[config.mk]
export PLATFORM = sky130hd
export DESIGN_NAME = ssp_port
export DESIGN_NICKNAME = d
export VERILOG_FILES = /design/src/hdl/ssp_fifo.v /design/src/hdl/ssp_port.v
export VERILOG_INCLUDE_DIRS = /design/src /design/src/hdl
export SDC_FILE = /design/constraint.sdc
export NUM_CORES = 1
export LEC_CHECK = 0
export BUFFER_PORTS_ARGS = -buffer_cell sky130_fd_sc_hd__buf_2
export CAP_MARGIN = 10
export CORE_ASPECT_RATIO = 1.5
export CORE_UTILIZATION = 55
export DETAILED_ROUTE_END_ITERATION = 8
export PLACE_DENSITY = 0.73
export SYNTH_ARGS = -nofsm -noshare
export SYNTH_HDL_FRONTEND = slang
export SYNTH_SLANG_ARGS = --single-unit
[constraint.sdc]
create_clock -name sys_clk -period 7.17 [get_ports sys_clk]
set_input_delay 0.3585 -clock sys_clk [delete_from_list [all_inputs] [get_ports sys_clk]]
set_output_delay 0.3585 -clock sys_clk [all_outputs]
set_load 0.01 [all_outputs]
[src/hdl/ssp_consts.vh]
// constants for the sync serial port: register map, fields, resets, timing
// Operation
// - port comes up disabled until configured
// - master drives clock, slave follows one
// - spi, frame-pulse or command-response framing as master, spi select framing only as slave
// - separate tx and rx fifos, 8 words of 16 bits
// - frame size four to sixteen bits
// - bit rate from prescale and rate divider
// - enabled port shifts out and captures data
// - tx, rx service and overrun, each maskable
// - loopback feeds transmit back to receive internally
// - registers at fixed base plus offset
// - data read pops rx, write pushes tx
`ifndef SSP_CONSTS_VH
`define SSP_CONSTS_VH

// base address bits 31:8 and register offsets
`define SSP_BASE_HI     24'h400022
`define SSP_OFS_FFC     8'h00
`define SSP_OFS_OPC     8'h04
`define SSP_OFS_DATA    8'h08
`define SSP_OFS_STAT    8'h0C
`define SSP_OFS_CPS     8'h10
`define SSP_OFS_IMSC    8'h14
`define SSP_OFS_RIS     8'h18
`define SSP_OFS_MIS     8'h1C
`define SSP_OFS_ICR     8'h20
`define SSP_OFS_DMA     8'h24

// frame_format_control fields
`define SSP_F_SCR       15:8
`define SSP_F_SPH       7
`define SSP_F_SPO       6
`define SSP_F_FRF       5:4
`define SSP_F_DSS       3:0

// operation_control fields
`define SSP_F_LBM       0
`define SSP_F_EN        1
`define SSP_F_SLV       2
`define SSP_F_SOD       3

// interrupt bit positions
`define SSP_I_ROR       0
`define SSP_I_RT        1
`define SSP_I_RX        2
`define SSP_I_TX        3

// dma_request_control bits
`define SSP_D_RX        0
`define SSP_D_TX        1

// reset values
`define SSP_RST_FFC     16'h0000
`define SSP_RST_OPC     4'h0
`define SSP_RST_CPS     8'h00
`define SSP_RST_IMSC    4'h0
`define SSP_RST_DMA     2'h0

// frame formats
`define SSP_FMT_SPI     2'h0
`define SSP_FMT_SSI     2'h1
`define SSP_FMT_CR      2'h2

// timing and sizes
`define SSP_CR_CMD_BITS 5'h08
`define SSP_DSS_MIN     4'h3
`define SSP_CPS_MIN     8'h02
`define SSP_RT_LAST     7'h3F

`endif

[src/hdl/ssp_fifo.v]
// small fifo memory with registered read data
`timescale 1ns/1ps

module ssp_fifo #(
	parameter WIDTH  = 16,
	parameter DEPTH  = 8,
	parameter ADDR_W = 3
) (
	input  wire              sys_clk,
	input  wire              rst,
	input  wire              push,
	input  wire [WIDTH-1:0]  wdata,
	input  wire              pop,
	output reg  [WIDTH-1:0]  rdata,
	output reg  [ADDR_W:0]   count,
	output wire              full,
	output wire              empty
);

localparam [ADDR_W:0]   FULL_N = DEPTH[ADDR_W:0];
localparam [ADDR_W:0]   C_ONE  = {{ADDR_W{1'b0}}, 1'b1};
localparam [ADDR_W-1:0] P_ONE  = {{(ADDR_W-1){1'b0}}, 1'b1};

reg  [WIDTH-1:0]  mem [0:DEPTH-1];
reg  [ADDR_W-1:0] wr_q;
reg  [ADDR_W-1:0] rd_q;
wire              do_push;
wire              do_pop;

assign full    = (count == FULL_N);
assign empty   = (count == {(ADDR_W+1){1'b0}});
assign do_push = push && !full;
assign do_pop  = pop && !empty;

// storage has no reset; contents are only read behind count
always @(posedge sys_clk)
begin
	if (do_push)
		mem[wr_q] <= wdata;
end

always @(posedge sys_clk or posedge rst)
begin
	if (rst)
	begin
		wr_q  <= {ADDR_W{1'b0}};
		rd_q  <= {ADDR_W{1'b0}};
		rdata <= {WIDTH{1'b0}};
		count <= {(ADDR_W+1){1'b0}};
	end
	else
	begin
		if (do_push)
			wr_q <= wr_q + P_ONE;
		if (do_pop)
		begin
			rd_q  <= rd_q + P_ONE;
			rdata <= mem[rd_q];
		end
		if (do_push && !do_pop)
			count <= count + C_ONE;
		else if (do_pop && !do_push)
			count <= count - C_ONE;
	end
end

endmodule // ssp_fifo

[src/hdl/ssp_port.v]
// sync serial port: register slave, bit-rate divider, master/slave shift engine
`timescale 1ns/1ps
`include "ssp_consts.vh"

module ssp_port #(
	parameter DEPTH  = 8,
	parameter ADDR_W = 3
) (
	input  wire        sys_clk,
	input  wire        rst,
	input  wire        reg_sel,
	input  wire        reg_write,
	input  wire [31:0] reg_addr,
	input  wire [15:0] reg_wdata,
	output reg  [15:0] reg_rdata,
	output reg         reg_rvalid,
	output reg         port_intr,
	output reg         tx_dma_req,
	output reg         rx_dma_req,
	input  wire        serial_clock_in,
	output reg         serial_clock_out,
	output reg         serial_clock_oe,
	input  wire        frame_in,
	output reg         frame_out,
	output reg         frame_oe,
	output reg         serial_transmit_line,
	output reg         serial_transmit_oe,
	input  wire        serial_receive_line
);

localparam [1:0]      M_IDLE = 2'h0;
localparam [1:0]      M_LOAD = 2'h1;
localparam [1:0]      M_RUN  = 2'h2;
localparam [1:0]      M_GAP  = 2'h3;
localparam [ADDR_W:0] HALF   = DEPTH[ADDR_W+1:1];

function [15:0] align_word;
	input [15:0] w;
	input [4:0]  n;
	begin
		align_word = w << (5'h10 - n);
	end
endfunction

////////////////////////////////////////////////////////////////////////////////
// registers and decode

reg  [15:0]     ffc_q;
reg  [3:0]      opc_q;
reg  [7:0]      cps_q;
reg  [3:0]      imsc_q;
reg  [1:0]      dma_q;
reg             ror_q;
reg             rt_q;
reg  [6:0]      rt_cnt_q;
reg             rd_pend_q;
reg  [7:0]      rd_ofs_q;
reg             rd_pop_q;
reg  [15:0]     rd_mux;

reg  [1:0]      st_q;
reg             half_q;
reg             pre_q;
reg  [4:0]      cnt_q;
reg  [15:0]     tx_sh_q;
reg  [15:0]     rx_sh_q;
reg  [15:0]     rx_word_q;
reg             rx_push_q;
reg             need_q;
reg             load_q;
reg  [6:0]      pre_cnt_q;
reg  [7:0]      scr_cnt_q;
reg             sck_s1_q;
reg             sck_s2_q;
reg             sck_s3_q;
reg             cs_s1_q;
reg             cs_s2_q;
reg             rx_s1_q;
reg             rx_s2_q;

wire [15:0]     tx_dout;
wire [15:0]     rx_dout;
wire            tx_full;
wire            tx_empty;
wire            rx_full;
wire            rx_empty;
wire [ADDR_W:0] tx_count;
wire [ADDR_W:0] rx_count;

wire        bus_hit  = reg_sel && (reg_addr[31:8] == `SSP_BASE_HI);
wire [7:0]  ofs      = reg_addr[7:0];
wire        bus_wr   = bus_hit && reg_write;
wire        bus_rd   = bus_hit && !reg_write;
wire        tx_push  = bus_wr && (ofs == `SSP_OFS_DATA);
wire        rx_pop   = bus_rd && (ofs == `SSP_OFS_DATA) && !rx_empty;
wire        icr_wr   = bus_wr && (ofs == `SSP_OFS_ICR);

wire        en       = opc_q[`SSP_F_EN];
wire        slave    = opc_q[`SSP_F_SLV];
wire [1:0]  fmt      = ffc_q[`SSP_F_FRF];
wire        sph      = ffc_q[`SSP_F_SPH];
wire        spo      = ffc_q[`SSP_F_SPO];
wire [3:0]  dss      = (ffc_q[`SSP_F_DSS] < `SSP_DSS_MIN) ? `SSP_DSS_MIN : ffc_q[`SSP_F_DSS];
wire [4:0]  nbits    = {1'b0, dss} + 5'h01;
wire        is_cr    = (fmt == `SSP_FMT_CR);
wire [4:0]  total    = is_cr ? nbits + `SSP_CR_CMD_BITS : nbits;
wire        cpol     = (fmt == `SSP_FMT_SPI) && spo;
wire        cpha     = (fmt == `SSP_FMT_SPI) ? sph : (fmt == `SSP_FMT_SSI);
wire        fidle    = (fmt != `SSP_FMT_SSI);
wire [15:0] tx_new   = (is_cr && !slave) ? {tx_dout[7:0], 8'h00} : align_word(tx_dout, nbits);
wire        rx_bit   = opc_q[`SSP_F_LBM] ? serial_transmit_line : rx_s2_q;
wire [15:0] rx_next  = {rx_sh_q[14:0], rx_bit};
wire [15:0] rx_mask  = ~(16'hFFFF << nbits);
wire        rx_wr    = rx_push_q && !rx_full;
wire        ror_set  = rx_push_q && rx_full;

wire        m_pop    = en && !slave && (st_q == M_IDLE) && !tx_empty;
wire        s_pop    = en && slave && need_q && !load_q && !tx_empty;
wire        tx_pop   = m_pop || s_pop;

wire        sck_rise = sck_s2_q && !sck_s3_q;
wire        sck_fall = !sck_s2_q && sck_s3_q;
wire        s_sample = !cs_s2_q && ((spo ^ sph) ? sck_fall : sck_rise);
wire        s_shift  = !cs_s2_q && ((spo ^ sph) ? sck_rise : sck_fall);

wire [7:0]  cps_e    = (cps_q < `SSP_CPS_MIN) ? `SSP_CPS_MIN : cps_q;
wire [6:0]  pre_top  = cps_e[7:1] - 7'h01;
wire        pre_tick = (pre_cnt_q == pre_top);
wire        edge_tk  = pre_tick && (scr_cnt_q == ffc_q[`SSP_F_SCR]);

wire        bsy      = (st_q != M_IDLE) || !tx_empty || (slave && en && !cs_s2_q);
wire [4:0]  status   = {bsy, rx_full, !rx_empty, !tx_full, tx_empty};
wire [3:0]  ris      = {(tx_count <= HALF), (rx_count >= HALF), rt_q, ror_q};
wire [3:0]  mis      = ris & imsc_q;
wire        rx_act   = rx_push_q || rx_pop;
wire        rt_hit   = en && edge_tk && !rx_empty && !rx_act && (rt_cnt_q == `SSP_RT_LAST);

ssp_fifo #(.WIDTH(16), .DEPTH(DEPTH), .ADDR_W(ADDR_W)) u_tx_fifo (
	.sys_clk (sys_clk),
	.rst     (rst),
	.push    (tx_push),
	.wdata   (reg_wdata),
	.pop     (tx_pop),
	.rdata   (tx_dout),
	.count   (tx_count),
	.full    (tx_full),
	.empty   (tx_empty)
);

ssp_fifo #(.WIDTH(16), .DEPTH(DEPTH), .ADDR_W(ADDR_W)) u_rx_fifo (
	.sys_clk (sys_clk),
	.rst     (rst),
	.push    (rx_wr),
	.wdata   (rx_word_q),
	.pop     (rx_pop),
	.rdata   (rx_dout),
	.count   (rx_count),
	.full    (rx_full),
	.empty   (rx_empty)
);

always @(posedge sys_clk or posedge rst)
begin
	if (rst)
	begin
		ffc_q  <= `SSP_RST_FFC;
		opc_q  <= `SSP_RST_OPC;
		cps_q  <= `SSP_RST_CPS;
		imsc_q <= `SSP_RST_IMSC;
		dma_q  <= `SSP_RST_DMA;
	end
	else if (bus_wr)
	begin
		case (ofs)
		`SSP_OFS_FFC:  ffc_q  <= reg_wdata;
		`SSP_OFS_OPC:  opc_q  <= reg_wdata[3:0];
		`SSP_OFS_CPS:  cps_q  <= {reg_wdata[7:1], 1'b0};
		`SSP_OFS_IMSC: imsc_q <= reg_wdata[3:0];
		`SSP_OFS_DMA:  dma_q  <= reg_wdata[1:0];
		default:       ffc_q  <= ffc_q;
		endcase
	end
end

// latched flags: a new event beats a clear in the same cycle
always @(posedge sys_clk or posedge rst)
begin
	if (rst)
	begin
		ror_q    <= 1'b0;
		rt_q     <= 1'b0;
		rt_cnt_q <= 7'h00;
	end
	else
	begin
		if (ror_set)
			ror_q <= 1'b1;
		else if (icr_wr && reg_wdata[`SSP_I_ROR])
			ror_q <= 1'b0;
		if (rt_hit)
			rt_q <= 1'b1;
		else if (icr_wr && reg_wdata[`SSP_I_RT])
			rt_q <= 1'b0;
		if (!en || rx_empty || rx_act)
			rt_cnt_q <= 7'h00;
		else if (edge_tk && (rt_cnt_q != `SSP_RT_LAST))
			rt_cnt_q <= rt_cnt_q + 7'h01;
	end
end

always @*
begin
	case (rd_ofs_q)
	`SSP_OFS_FFC:  rd_mux = ffc_q;
	`SSP_OFS_OPC:  rd_mux = {12'h000, opc_q};
	`SSP_OFS_DATA: rd_mux = rd_pop_q ? rx_dout : 16'h0000;
	`SSP_OFS_STAT: rd_mux = {11'h0, status};
	`SSP_OFS_CPS:  rd_mux = {8'h00, cps_q};
	`SSP_OFS_IMSC: rd_mux = {12'h000, imsc_q};
	`SSP_OFS_RIS:  rd_mux = {12'h000, ris};
	`SSP_OFS_MIS:  rd_mux = {12'h000, mis};
	`SSP_OFS_DMA:  rd_mux = {14'h0, dma_q};
	default:       rd_mux = 16'h0000;
	endcase
end

// reads answer two edges after the request, waiting on the fifo's read register
always @(posedge sys_clk or posedge rst)
begin
	if (rst)
	begin
		rd_pend_q  <= 1'b0;
		rd_ofs_q   <= 8'h00;
		rd_pop_q   <= 1'b0;
		reg_rvalid <= 1'b0;
		reg_rdata  <= 16'h0000;
		port_intr  <= 1'b0;
		tx_dma_req <= 1'b0;
		rx_dma_req <= 1'b0;
	end
	else
	begin
		rd_pend_q  <= bus_rd;
		rd_ofs_q   <= ofs;
		rd_pop_q   <= rx_pop;
		reg_rvalid <= rd_pend_q;
		reg_rdata  <= rd_pend_q ? rd_mux : 16'h0000;
		port_intr  <= |mis;
		tx_dma_req <= dma_q[`SSP_D_TX] && !tx_full;
		rx_dma_req <= dma_q[`SSP_D_RX] && !rx_empty;
	end
end

////////////////////////////////////////////////////////////////////////////////
// pin synchronisers, divider, pin enables

always @(posedge sys_clk or posedge rst)
begin
	if (rst)
	begin
		sck_s1_q           <= 1'b0;
		sck_s2_q           <= 1'b0;
		sck_s3_q           <= 1'b0;
		cs_s1_q            <= 1'b1;
		cs_s2_q            <= 1'b1;
		rx_s1_q            <= 1'b0;
		rx_s2_q            <= 1'b0;
		pre_cnt_q          <= 7'h00;
		scr_cnt_q          <= 8'h00;
		serial_clock_oe    <= 1'b0;
		frame_oe           <= 1'b0;
		serial_transmit_oe <= 1'b0;
	end
	else
	begin
		sck_s1_q           <= serial_clock_in;
		sck_s2_q           <= sck_s1_q;
		sck_s3_q           <= sck_s2_q;
		cs_s1_q            <= frame_in;
		cs_s2_q            <= cs_s1_q;
		rx_s1_q            <= serial_receive_line;
		rx_s2_q            <= rx_s1_q;
		serial_clock_oe    <= en && !slave;
		frame_oe           <= en && !slave;
		serial_transmit_oe <= en && (!slave || (!opc_q[`SSP_F_SOD] && !cs_s2_q));
		// restart at each word so the first half period is full length
		if (!en || (st_q == M_LOAD))
		begin
			pre_cnt_q <= 7'h00;
			scr_cnt_q <= 8'h00;
		end
		else if (pre_tick)
		begin
			pre_cnt_q <= 7'h00;
			scr_cnt_q <= edge_tk ? 8'h00 : scr_cnt_q + 8'h01;
		end
		else
			pre_cnt_q <= pre_cnt_q + 7'h01;
	end
end

////////////////////////////////////////////////////////////////////////////////
// shift engine

always @(posedge sys_clk or posedge rst)
begin
	if (rst)
	begin
		st_q                 <= M_IDLE;
		half_q               <= 1'b0;
		pre_q                <= 1'b0;
		cnt_q                <= 5'h00;
		tx_sh_q              <= 16'h0000;
		rx_sh_q              <= 16'h0000;
		rx_word_q            <= 16'h0000;
		rx_push_q            <= 1'b0;
		need_q               <= 1'b1;
		load_q               <= 1'b0;
		serial_clock_out     <= 1'b0;
		frame_out            <= 1'b1;
		serial_transmit_line <= 1'b0;
	end
	else
	begin
		rx_push_q <= 1'b0;
		load_q    <= s_pop;
		if (!en)
		begin
			st_q             <= M_IDLE;
			need_q           <= 1'b1;
			cnt_q            <= nbits;
			serial_clock_out <= cpol;
			frame_out        <= fidle;
		end
		else if (!slave)
		begin
			case (st_q)
			M_IDLE:
			begin
				serial_clock_out <= cpol;
				frame_out        <= fidle;
				if (!tx_empty)
					st_q <= M_LOAD;
			end
			M_LOAD:
			begin
				cnt_q     <= total;
				half_q    <= 1'b0;
				pre_q     <= (fmt == `SSP_FMT_SSI);
				frame_out <= !fidle;
				if (cpha)
					tx_sh_q <= tx_new;
				else
				begin
					serial_transmit_line <= tx_new[15];
					tx_sh_q              <= {tx_new[14:0], 1'b0};
				end
				st_q <= M_RUN;
			end
			M_RUN:
			begin
				if (edge_tk)
				begin
					serial_clock_out <= !serial_clock_out;
					half_q           <= !half_q;
					if (pre_q)
					begin
						if (half_q)
						begin
							pre_q     <= 1'b0;
							frame_out <= 1'b0;
						end
					end
					else if (!half_q)
					begin
						if (cpha)
						begin
							serial_transmit_line <= tx_sh_q[15];
							tx_sh_q              <= {tx_sh_q[14:0], 1'b0};
						end
						else
							rx_sh_q <= rx_next;
					end
					else
					begin
						cnt_q <= cnt_q - 5'h01;
						if (cpha)
							rx_sh_q <= rx_next;
						else if (cnt_q != 5'h01)
						begin
							serial_transmit_line <= tx_sh_q[15];
							tx_sh_q              <= {tx_sh_q[14:0], 1'b0};
						end
						if (cnt_q == 5'h01)
						begin
							rx_word_q <= (cpha ? rx_next : rx_sh_q) & rx_mask;
							rx_push_q <= 1'b1;
							frame_out <= fidle;
							st_q      <= M_GAP;
						end
					end
				end
			end
			M_GAP:
			begin
				if (edge_tk)
					st_q <= M_IDLE;
			end
			default:
				st_q <= M_IDLE;
			endcase
		end
		else
		begin
			st_q             <= M_IDLE;
			serial_clock_out <= cpol;
			frame_out        <= fidle;
			if (s_pop)
				need_q <= 1'b0;
			if (load_q)
			begin
				if (sph)
					tx_sh_q <= tx_new;
				else
				begin
					serial_transmit_line <= tx_new[15];
					tx_sh_q              <= {tx_new[14:0], 1'b0};
				end
			end
			else if (cs_s2_q)
				cnt_q <= nbits;
			else if (s_shift)
			begin
				serial_transmit_line <= tx_sh_q[15];
				tx_sh_q              <= {tx_sh_q[14:0], 1'b0};
			end
			else if (s_sample)
			begin
				rx_sh_q <= rx_next;
				cnt_q   <= cnt_q - 5'h01;
				if (cnt_q == 5'h01)
				begin
					rx_word_q <= rx_next & rx_mask;
					rx_push_q <= 1'b1;
					cnt_q     <= nbits;
					need_q    <= 1'b1;
				end
			end
		end
	end
end

endmodule // ssp_port

; After elaboration in Yosys (flattened, before gate mapping)
; Memories as Yosys holds them, arrays and structs flattened. A register that Yosys moved wholly into a read port is not among the register bits.
; Index checks and enable logic that the tools add are counted.
[op_classes]
bitwise = 6
mux = 135
shift = 2
reduce_logical = 104
magnitude_cmp = 4
n_eq_ne = 59
n_addsub = 16
[op_table]
columns = operator, count
row1 = 2-to-1 mux 16 bit, 37
row2 = one-hot mux 16 bit (9 select lines), 1
row3 = 2-to-1 mux 1 bit, 57
row4 = 2-to-1 mux 5 bit, 11
row5 = == test 8 x 5 -> 1 bit (second input constant), 6
row6 = logical AND 1 bit, 43
row7 = != test 4 bit (second input constant), 10
row8 = bitwise AND 16 bit, 2
row9 = 2-to-1 mux 8 bit, 4
row10 = one-hot mux 16 bit (2 select lines), 1
row11 = 2-to-1 mux 7 bit, 4
row12 = == test 24 x 23 -> 1 bit (second input constant), 1
row13 = == test 8 x 4 -> 1 bit (second input constant), 3
row14 = == test 8 x 6 -> 1 bit (second input constant), 3
row15 = nonzero test 2 bit, 11
row16 = != test 3 bit (second input constant), 7
row17 = zero test 1 bit, 20
row18 = 2-to-1 mux 4 bit, 5
row19 = AND reduction 9 bit, 2
row20 = == test 8 x 3 -> 1 bit (second input constant), 2
row21 = zero test 8 bit, 2
row22 = 2-to-1 mux 2 bit, 8
row23 = inverter 16 bit, 1
row24 = left shift 16 x 5 -> 16 bit, 1
row25 = 48 further kinds, 84
[word_totals]
ff_bits = 179
mem_count = 2
output_inout_bits = 26
input_bits = 55
ram_bits = 256
[memory_table]
columns = name, words, word_bits, rd, rd_clocked_by_memory_dff, wr, line_no
row1 = u_rx_fifo.mem, 8, 16, 1, 1, 1, ssp_fifo.v:24  ; reg [WIDTH-1:0] mem [0:DEPTH-1];
row2 = u_tx_fifo.mem, 8, 16, 1, 1, 1, ssp_fifo.v:24

; Logic depth before layout (Yosys ltp)
[depth]
ltp_word = 12
mapped_depth = 15

; Hierarchy
; From an unflattened synthesis, not the netlist that was laid out.
[hier_totals]
cells_unflattened = 1645
area_unflattened_um2 = 21314.2
[by_module_without_submodules]
columns = module, area_each_um2, cells_per_inst, instances, seq_area_each_um2
row1 = ssp_port, 9108.7, 935, 1, 3983.8
row2 = ssp_fifo at u_tx_fifo, 6104.6, 355, 1, 4494.3
row3 = ssp_fifo at u_rx_fifo, 6100.9, 355, 1, 4494.3

; Worst setup path after synthesis
; Ideal clock, no wire load.
[synth_path]
path_kind = register to register
startpoint = register cps_q[5]
endpoint = register rx_word_q[0]
t_arrival_ns = 3.446
t_required_ns = 7.045
path_slack_ns = 3.600
path_buffers = 3
path_stages_with_launch = 13
cell_sequence = dfrtp_1 -> buf_2 -> nor4_1 -> a21oi_1 -> ha_1 -> xnor2_1 -> a211o_1 -> a2111o_1 -> or3_1 -> buf_6 -> o22ai_4 -> buf_6 -> mux2_2
[synth_via]
elab_chain_len = 7
[synth_lines]
columns = element, line_no
row1 = "start, declared", ssp_port.v:50  ; reg [7:0] cps_q;
row2 = "start signal, assigned", ssp_port.v:168  ; cps_q <= `SSP_RST_CPS;
row3 = "start signal, assigned", ssp_port.v:177  ; `SSP_OFS_CPS: cps_q <= {reg_wdata[7:1], 1'b0};
row4 = less-than comparator 8 x 2 -> 1 bit (no line), --
row5 = 2-to-1 mux 8 bit *, ssp_port.v:126  ; wire [7:0] cps_e = (cps_q < `SSP_CPS_MIN) ? `SSP_CPS_MIN : cps_q;
row6 = subtractor 7 x 1 -> 7 bit *, ssp_port.v:127  ; wire [6:0] pre_top = cps_e[7:1] - 7'h01;
row7 = == test 7 bit *, ssp_port.v:128  ; wire pre_tick = (pre_cnt_q == pre_top);
row8 = logical AND 1 bit *, ssp_port.v:129  ; wire edge_tk = pre_tick && (scr_cnt_q == ffc_q[`SSP_F_SCR]);
row9 = nonzero test 2 bit (no line) *, --
row10 = AND reduction 10 bit (no line) *, --
row11 = "end signal, assigned", ssp_port.v:396  ; rx_word_q <= (cpha ? rx_next : rx_sh_q) & rx_mask;
row12 = "end signal, assigned", ssp_port.v:443  ; rx_word_q <= rx_next & rx_mask;
row13 = "end, declared", ssp_port.v:67  ; reg [15:0] rx_word_q;
; Every way passes the cells marked *; elsewhere a longest branch is shown, timed or not.
; A chain may end at the register's enable or synchronous reset.

; Final worst setup path
[layout_path]
startpoint = register cps_q[3]
endpoint = register rx_sh_q[12]
[layout_via]
elab_chain_len = 7
[layout_lines]
columns = element, line_no
row1 = less-than comparator 8 x 2 -> 1 bit (no line), --
row2 = 2-to-1 mux 8 bit *, ssp_port.v:126
row3 = subtractor 7 x 1 -> 7 bit *, ssp_port.v:127
row4 = == test 7 bit *, ssp_port.v:128
row5 = logical AND 1 bit *, ssp_port.v:129
row6 = nonzero test 2 bit (no line) *, --
row7 = AND reduction 9 bit (no line) *, --
row8 = "end signal, assigned", ssp_port.v:382  ; rx_sh_q <= rx_next;
row9 = "end signal, assigned", ssp_port.v:388  ; rx_sh_q <= rx_next;
row10 = "end signal, assigned", ssp_port.v:439  ; rx_sh_q <= rx_next;
row11 = "end, declared", ssp_port.v:66  ; reg [15:0] rx_sh_q;
; Marked as above.

==> run_results.csv <==
group,metric,value,unit
power,ir_drop,0.214,mV
grt,antenna_found_initial,0,
die,fp.dieW,160,µm
worst_setup_path,critical_path.top_delay_family,"simple AND/OR/NAND/NOR gates",
logic_synthesis,async_reset_ff_share,45.2,%
logic_synthesis,avgSynthCellArea,14.0,µm²
die,die_height,240,µm
logic_synthesis,yosysMostFrequentCell,"edfxtp_1",
logic_synthesis,ys_warn_count,0,
worst_setup_path,critPathLaunchType,"register",
placement,port-buffer-count,80,
grt,top_usage_layer,"met2",
logic_synthesis,yosysTopAreaCellShare,37.1,%
clocking,clk_path_buf_depth,3,
routing,dr.pass1.iters,6,
sta,hold_viol_final,1,
clocking,cts_buffers,42,
sta,worst_clock_skew,10.5,ps
final_layout,fillerInstances,2730,
grt,grt_pass1_vias,13000,
power,power_frac_comb,1.3,%
final_layout,finalInstanceArea,23200,µm²
flow_run,drv_cap,0,
placement,placed_area,21700,µm²
clocking,postCtsSetupRepairBufs,0,
grt,grt_pass1_wl,75.0,mm
logic_synthesis,yosysTopAreaCell,"edfxtp_1",
grt,use_met1,30.6,%
logic_synthesis,ys_dominant_reg_cell,"edfxtp_1",
logic_synthesis,yosys_register_bits,467,
logic_synthesis,synth_edf_count,256,
worst_setup_path,critical_path.max_fanout,15,
power,intPower,4.13,mW
grt,grt_overflow,0,
sta,fmax,228,MHz
power,p_leak,8.52,nW
routing,drt_iter0_drc,1036,
worst_setup_path,r2r_cells,9,
sta,slew_viol_final,0,
power,p_switching,1.05,mW
sta,min_period,4400,ps
die,io_pins,81,
logic_synthesis,yosys-top-cells-count,"256 x edfxtp_1, 207 x dfrtp_1, 113 x nand2_1",
sta,rsz0062_at_grt,"no",
logic_synthesis,ys_seq_area_share,62.7,%
power,p_sw_share,20.2,%
grt,grt_use_met2,47.5,%
routing,drc_errors,0,
sta,tightestPinTransition,1250,ps
worst_setup_path,cpPeakStageDelay,980,ps
routing,antenna_left,0,
final_layout,area_growth,11.9,%
clocking,cts_tree,"built",
worst_setup_path,timing.critical_path.buf_inv,0,
routing,viasPerCell,6.17,
placement,hpwlAfterDp,32.9,mm
sta,hold_ws,-4.72,ps
routing,avgRoutedWirePerCell,22.9,µm
outcome,violations,"hold timing",
logic_synthesis,syn_inst,1479,
grt,gr-usage-all-layers,25.7,%
die,row_count,86,
power,clkPwrFrac,44.0,%
clocking,root_buffer,"clkbuf_16",
sta,fin_setup_tns,0,ps
die,initial_utilization,56.1,%
worst_setup_path,endpoint_kind,"register",
final_layout,nNetsFinal,1649,
logic_synthesis,yosys-top-cells-area,"edfxtp_1 37%, dfrtp_1 25%, mux4_2 7.2%, mux2_2 5.3%, mux2i_1 2.8%",
worst_setup_path,criticalPathCategory,"reg -> reg",
final_layout,drive_gt1_share,22.7,%
placement,routabilityCongestion,0.943,
worst_setup_path,crit_cells,9,
sta,setup_viol,0,
clocking,clkTransAtPathRegs,60,ps
sta,max_slew_margin,16.1,%
logic_synthesis,netlist_area,20700,µm²
sta,period_share,61.3,%
routing,dr_total_vias,12900,
power,pwr_density_cell,223,nW/µm²
worst_setup_path,critPathRequiredTime,7600,ps
logic_synthesis,ys_types,75,
worst_setup_path,slowest_stage,"nor2_1",
clocking,cts_num_sinks,467,
hold_path,hp-class,"in -> async",
outcome,status,"finished with violations",
clocking,htree_levels,2,
worst_setup_path,cp_cell_sequence,"nor4_1, a21oi_1, ha_1, xnor2_1, a211o_1, a2111oi_4, a31oi_1, nor2_1, mux2_2",
die,design.core.area,36900,µm²
worst_setup_path,arrival,4830,ps
power,power_frac_seq,54.8,%
routing,drt-total-wl,47.9,mm
clocking,post_cts_resized,0,
logic_synthesis,syn_nets,1560,
die,dieArea,38400,µm²
clocking,clock_latency,560,ps
grt,grt.met3_usage,2.68,%
final_layout,antenna_cells,0,
grt,grt_max_degree,141,
==> metal layers <==
layer / routed length [µm] / vias up / part of all wire (%)
met1: 18000 / 6541 / 38
met4: 1790 / 0 / 3.7
met5: 0 / - / 0
li1: - / 5800 / -
met3: 2110 / 99 / 4.4
met2: 25900 / 427 / 54
==> final timing paths <==
kind	start	to	slack (ps)
max	cps_q[3]$_DFFE_PP0P_	rx_sh_q[12]$_DFFE_PP0P_	2770
min	rst	u_rx_fifo.wr_q[1]$_DFFE_PP0P_	-5
max reg2reg	cps_q[3]$_DFFE_PP0P_	rx_sh_q[12]$_DFFE_PP0P_	2770
min reg2reg	sck_s1_q$_DFF_PP0_	sck_s2_q$_DFF_PP0_	350
max in group asynchronous	rst	rx_sh_q[9]$_DFFE_PP0P_	5580
min in group sys_clk	reg_addr[19]	rd_pend_q$_DFF_PP0_	60
==> registers in the layout, indices dropped and copies added, names as in the netlist, 5 cells and up <==
register         cells
cnt_q                5
cps_q                7
ffc_q               16
pre_cnt_q            7
rd_ofs_q             8
reg_rdata           16
rt_cnt_q             7
rx_sh_q             16
rx_word_q           16
scr_cnt_q            8
tx_sh_q             16
u_rx_fifo.mem      128
u_rx_fifo.rdata     16
u_tx_fifo.mem      128
u_tx_fifo.rdata     16
==> power groups by stage <==
stage / Clock, mW / Combinational (mW) / Sequential (mW)
after floorplan: 0 / 0.0240 / 2.89
after global placement: 0 / 0.0601 / 2.89
after detailed placement: 0 / 0.0627 / 2.89
after CTS: 2.31 / 0.0682 / 2.83
after global routing: 2.40 / 0.0754 / 2.83
final: 2.27 / 0.0669 / 2.83
==> cell usage in the layout, fill, tap and decap left out, types with 9 or more instances in the layout <==
| master | synthesis | layout |
|---|---|---|
| xor2_1 | 22 | 22 |
| nor3_1 | 29 | 25 |
| edfxtp_1 | 256 | 256 |
| ha_1 | 24 | 24 |
| nor2b_1 | 10 | 10 |
| mux2i_1 | 57 | 57 |
| dlygate4sd3_1 | 0 | 12 |
| xnor2_1 | 22 | 22 |
| nand3_1 | 26 | 26 |
| a22oi_1 | 20 | 20 |
| nor4_1 | 12 | 12 |
| mux4_2 | 66 | 66 |
| a31oi_1 | 10 | 9 |
| or3_1 | 13 | 13 |
| clkinv_1 | 4 | 9 |
| a21oi_1 | 54 | 54 |
| inv_1 | 23 | 22 |
| o221ai_1 | 10 | 10 |
| mux2_2 | 97 | 97 |
| nand2b_1 | 17 | 17 |
| o21ai_0 | 70 | 70 |
| clkbuf_16 | 0 | 43 |
| nor2_1 | 98 | 98 |
| nand2_1 | 113 | 113 |
| buf_4 | 1 | 25 |
| and3_1 | 9 | 9 |
| buf_2 | 3 | 80 |
| dfrtp_1 | 207 | 203 |
| o31ai_1 | 11 | 11 |
==> kinds of logic (layout without fill, tap and decap cells) <==
family	count (synthesis)	count (layout)	synth area share [%]
compound gates	245	245	7.77
xor+xnor	44	44	1.86
fa+ha+maj	26	26	1.64
buf+inv	99	222	1.90
flops	467	467	62.7
mux	220	220	15.2
simple gates	378	378	8.94
==> final cells by class <==
class | instances | area, µm² | area share, %
sequential | 467 | 13000 | 56.0
multi-input combinational | 913 | 7370 | 31.8
clock buffer | 53 | 1130 | 4.89
timing repair buffer | 117 | 708 | 3.06
tap | 484 | 606 | 2.61
clock inverter | 25 | 255 | 1.10
inverter | 27 | 109 | 0.470
==> through the flow <==
step           instances  setup WS, ps  util [%]  power [mW]
2_1_floorplan       1479          1050         -        2.91
3_3_place_gp        1996          2890      58.7        2.95
3_5_place_dp        1996          2850      58.7        2.95
4_1_cts             2086          2820      62.8        5.21
5_1_grt             2086          2550      62.8        5.31
6_report            2086          2770      62.8        5.17
==> timing repair <==
item	CTS	global route
hold endpoints to repair	12	0
hold buffers	12	0
setup endpoints to repair	0	0
Note: power is estimated with default switching activity, not from simulation.
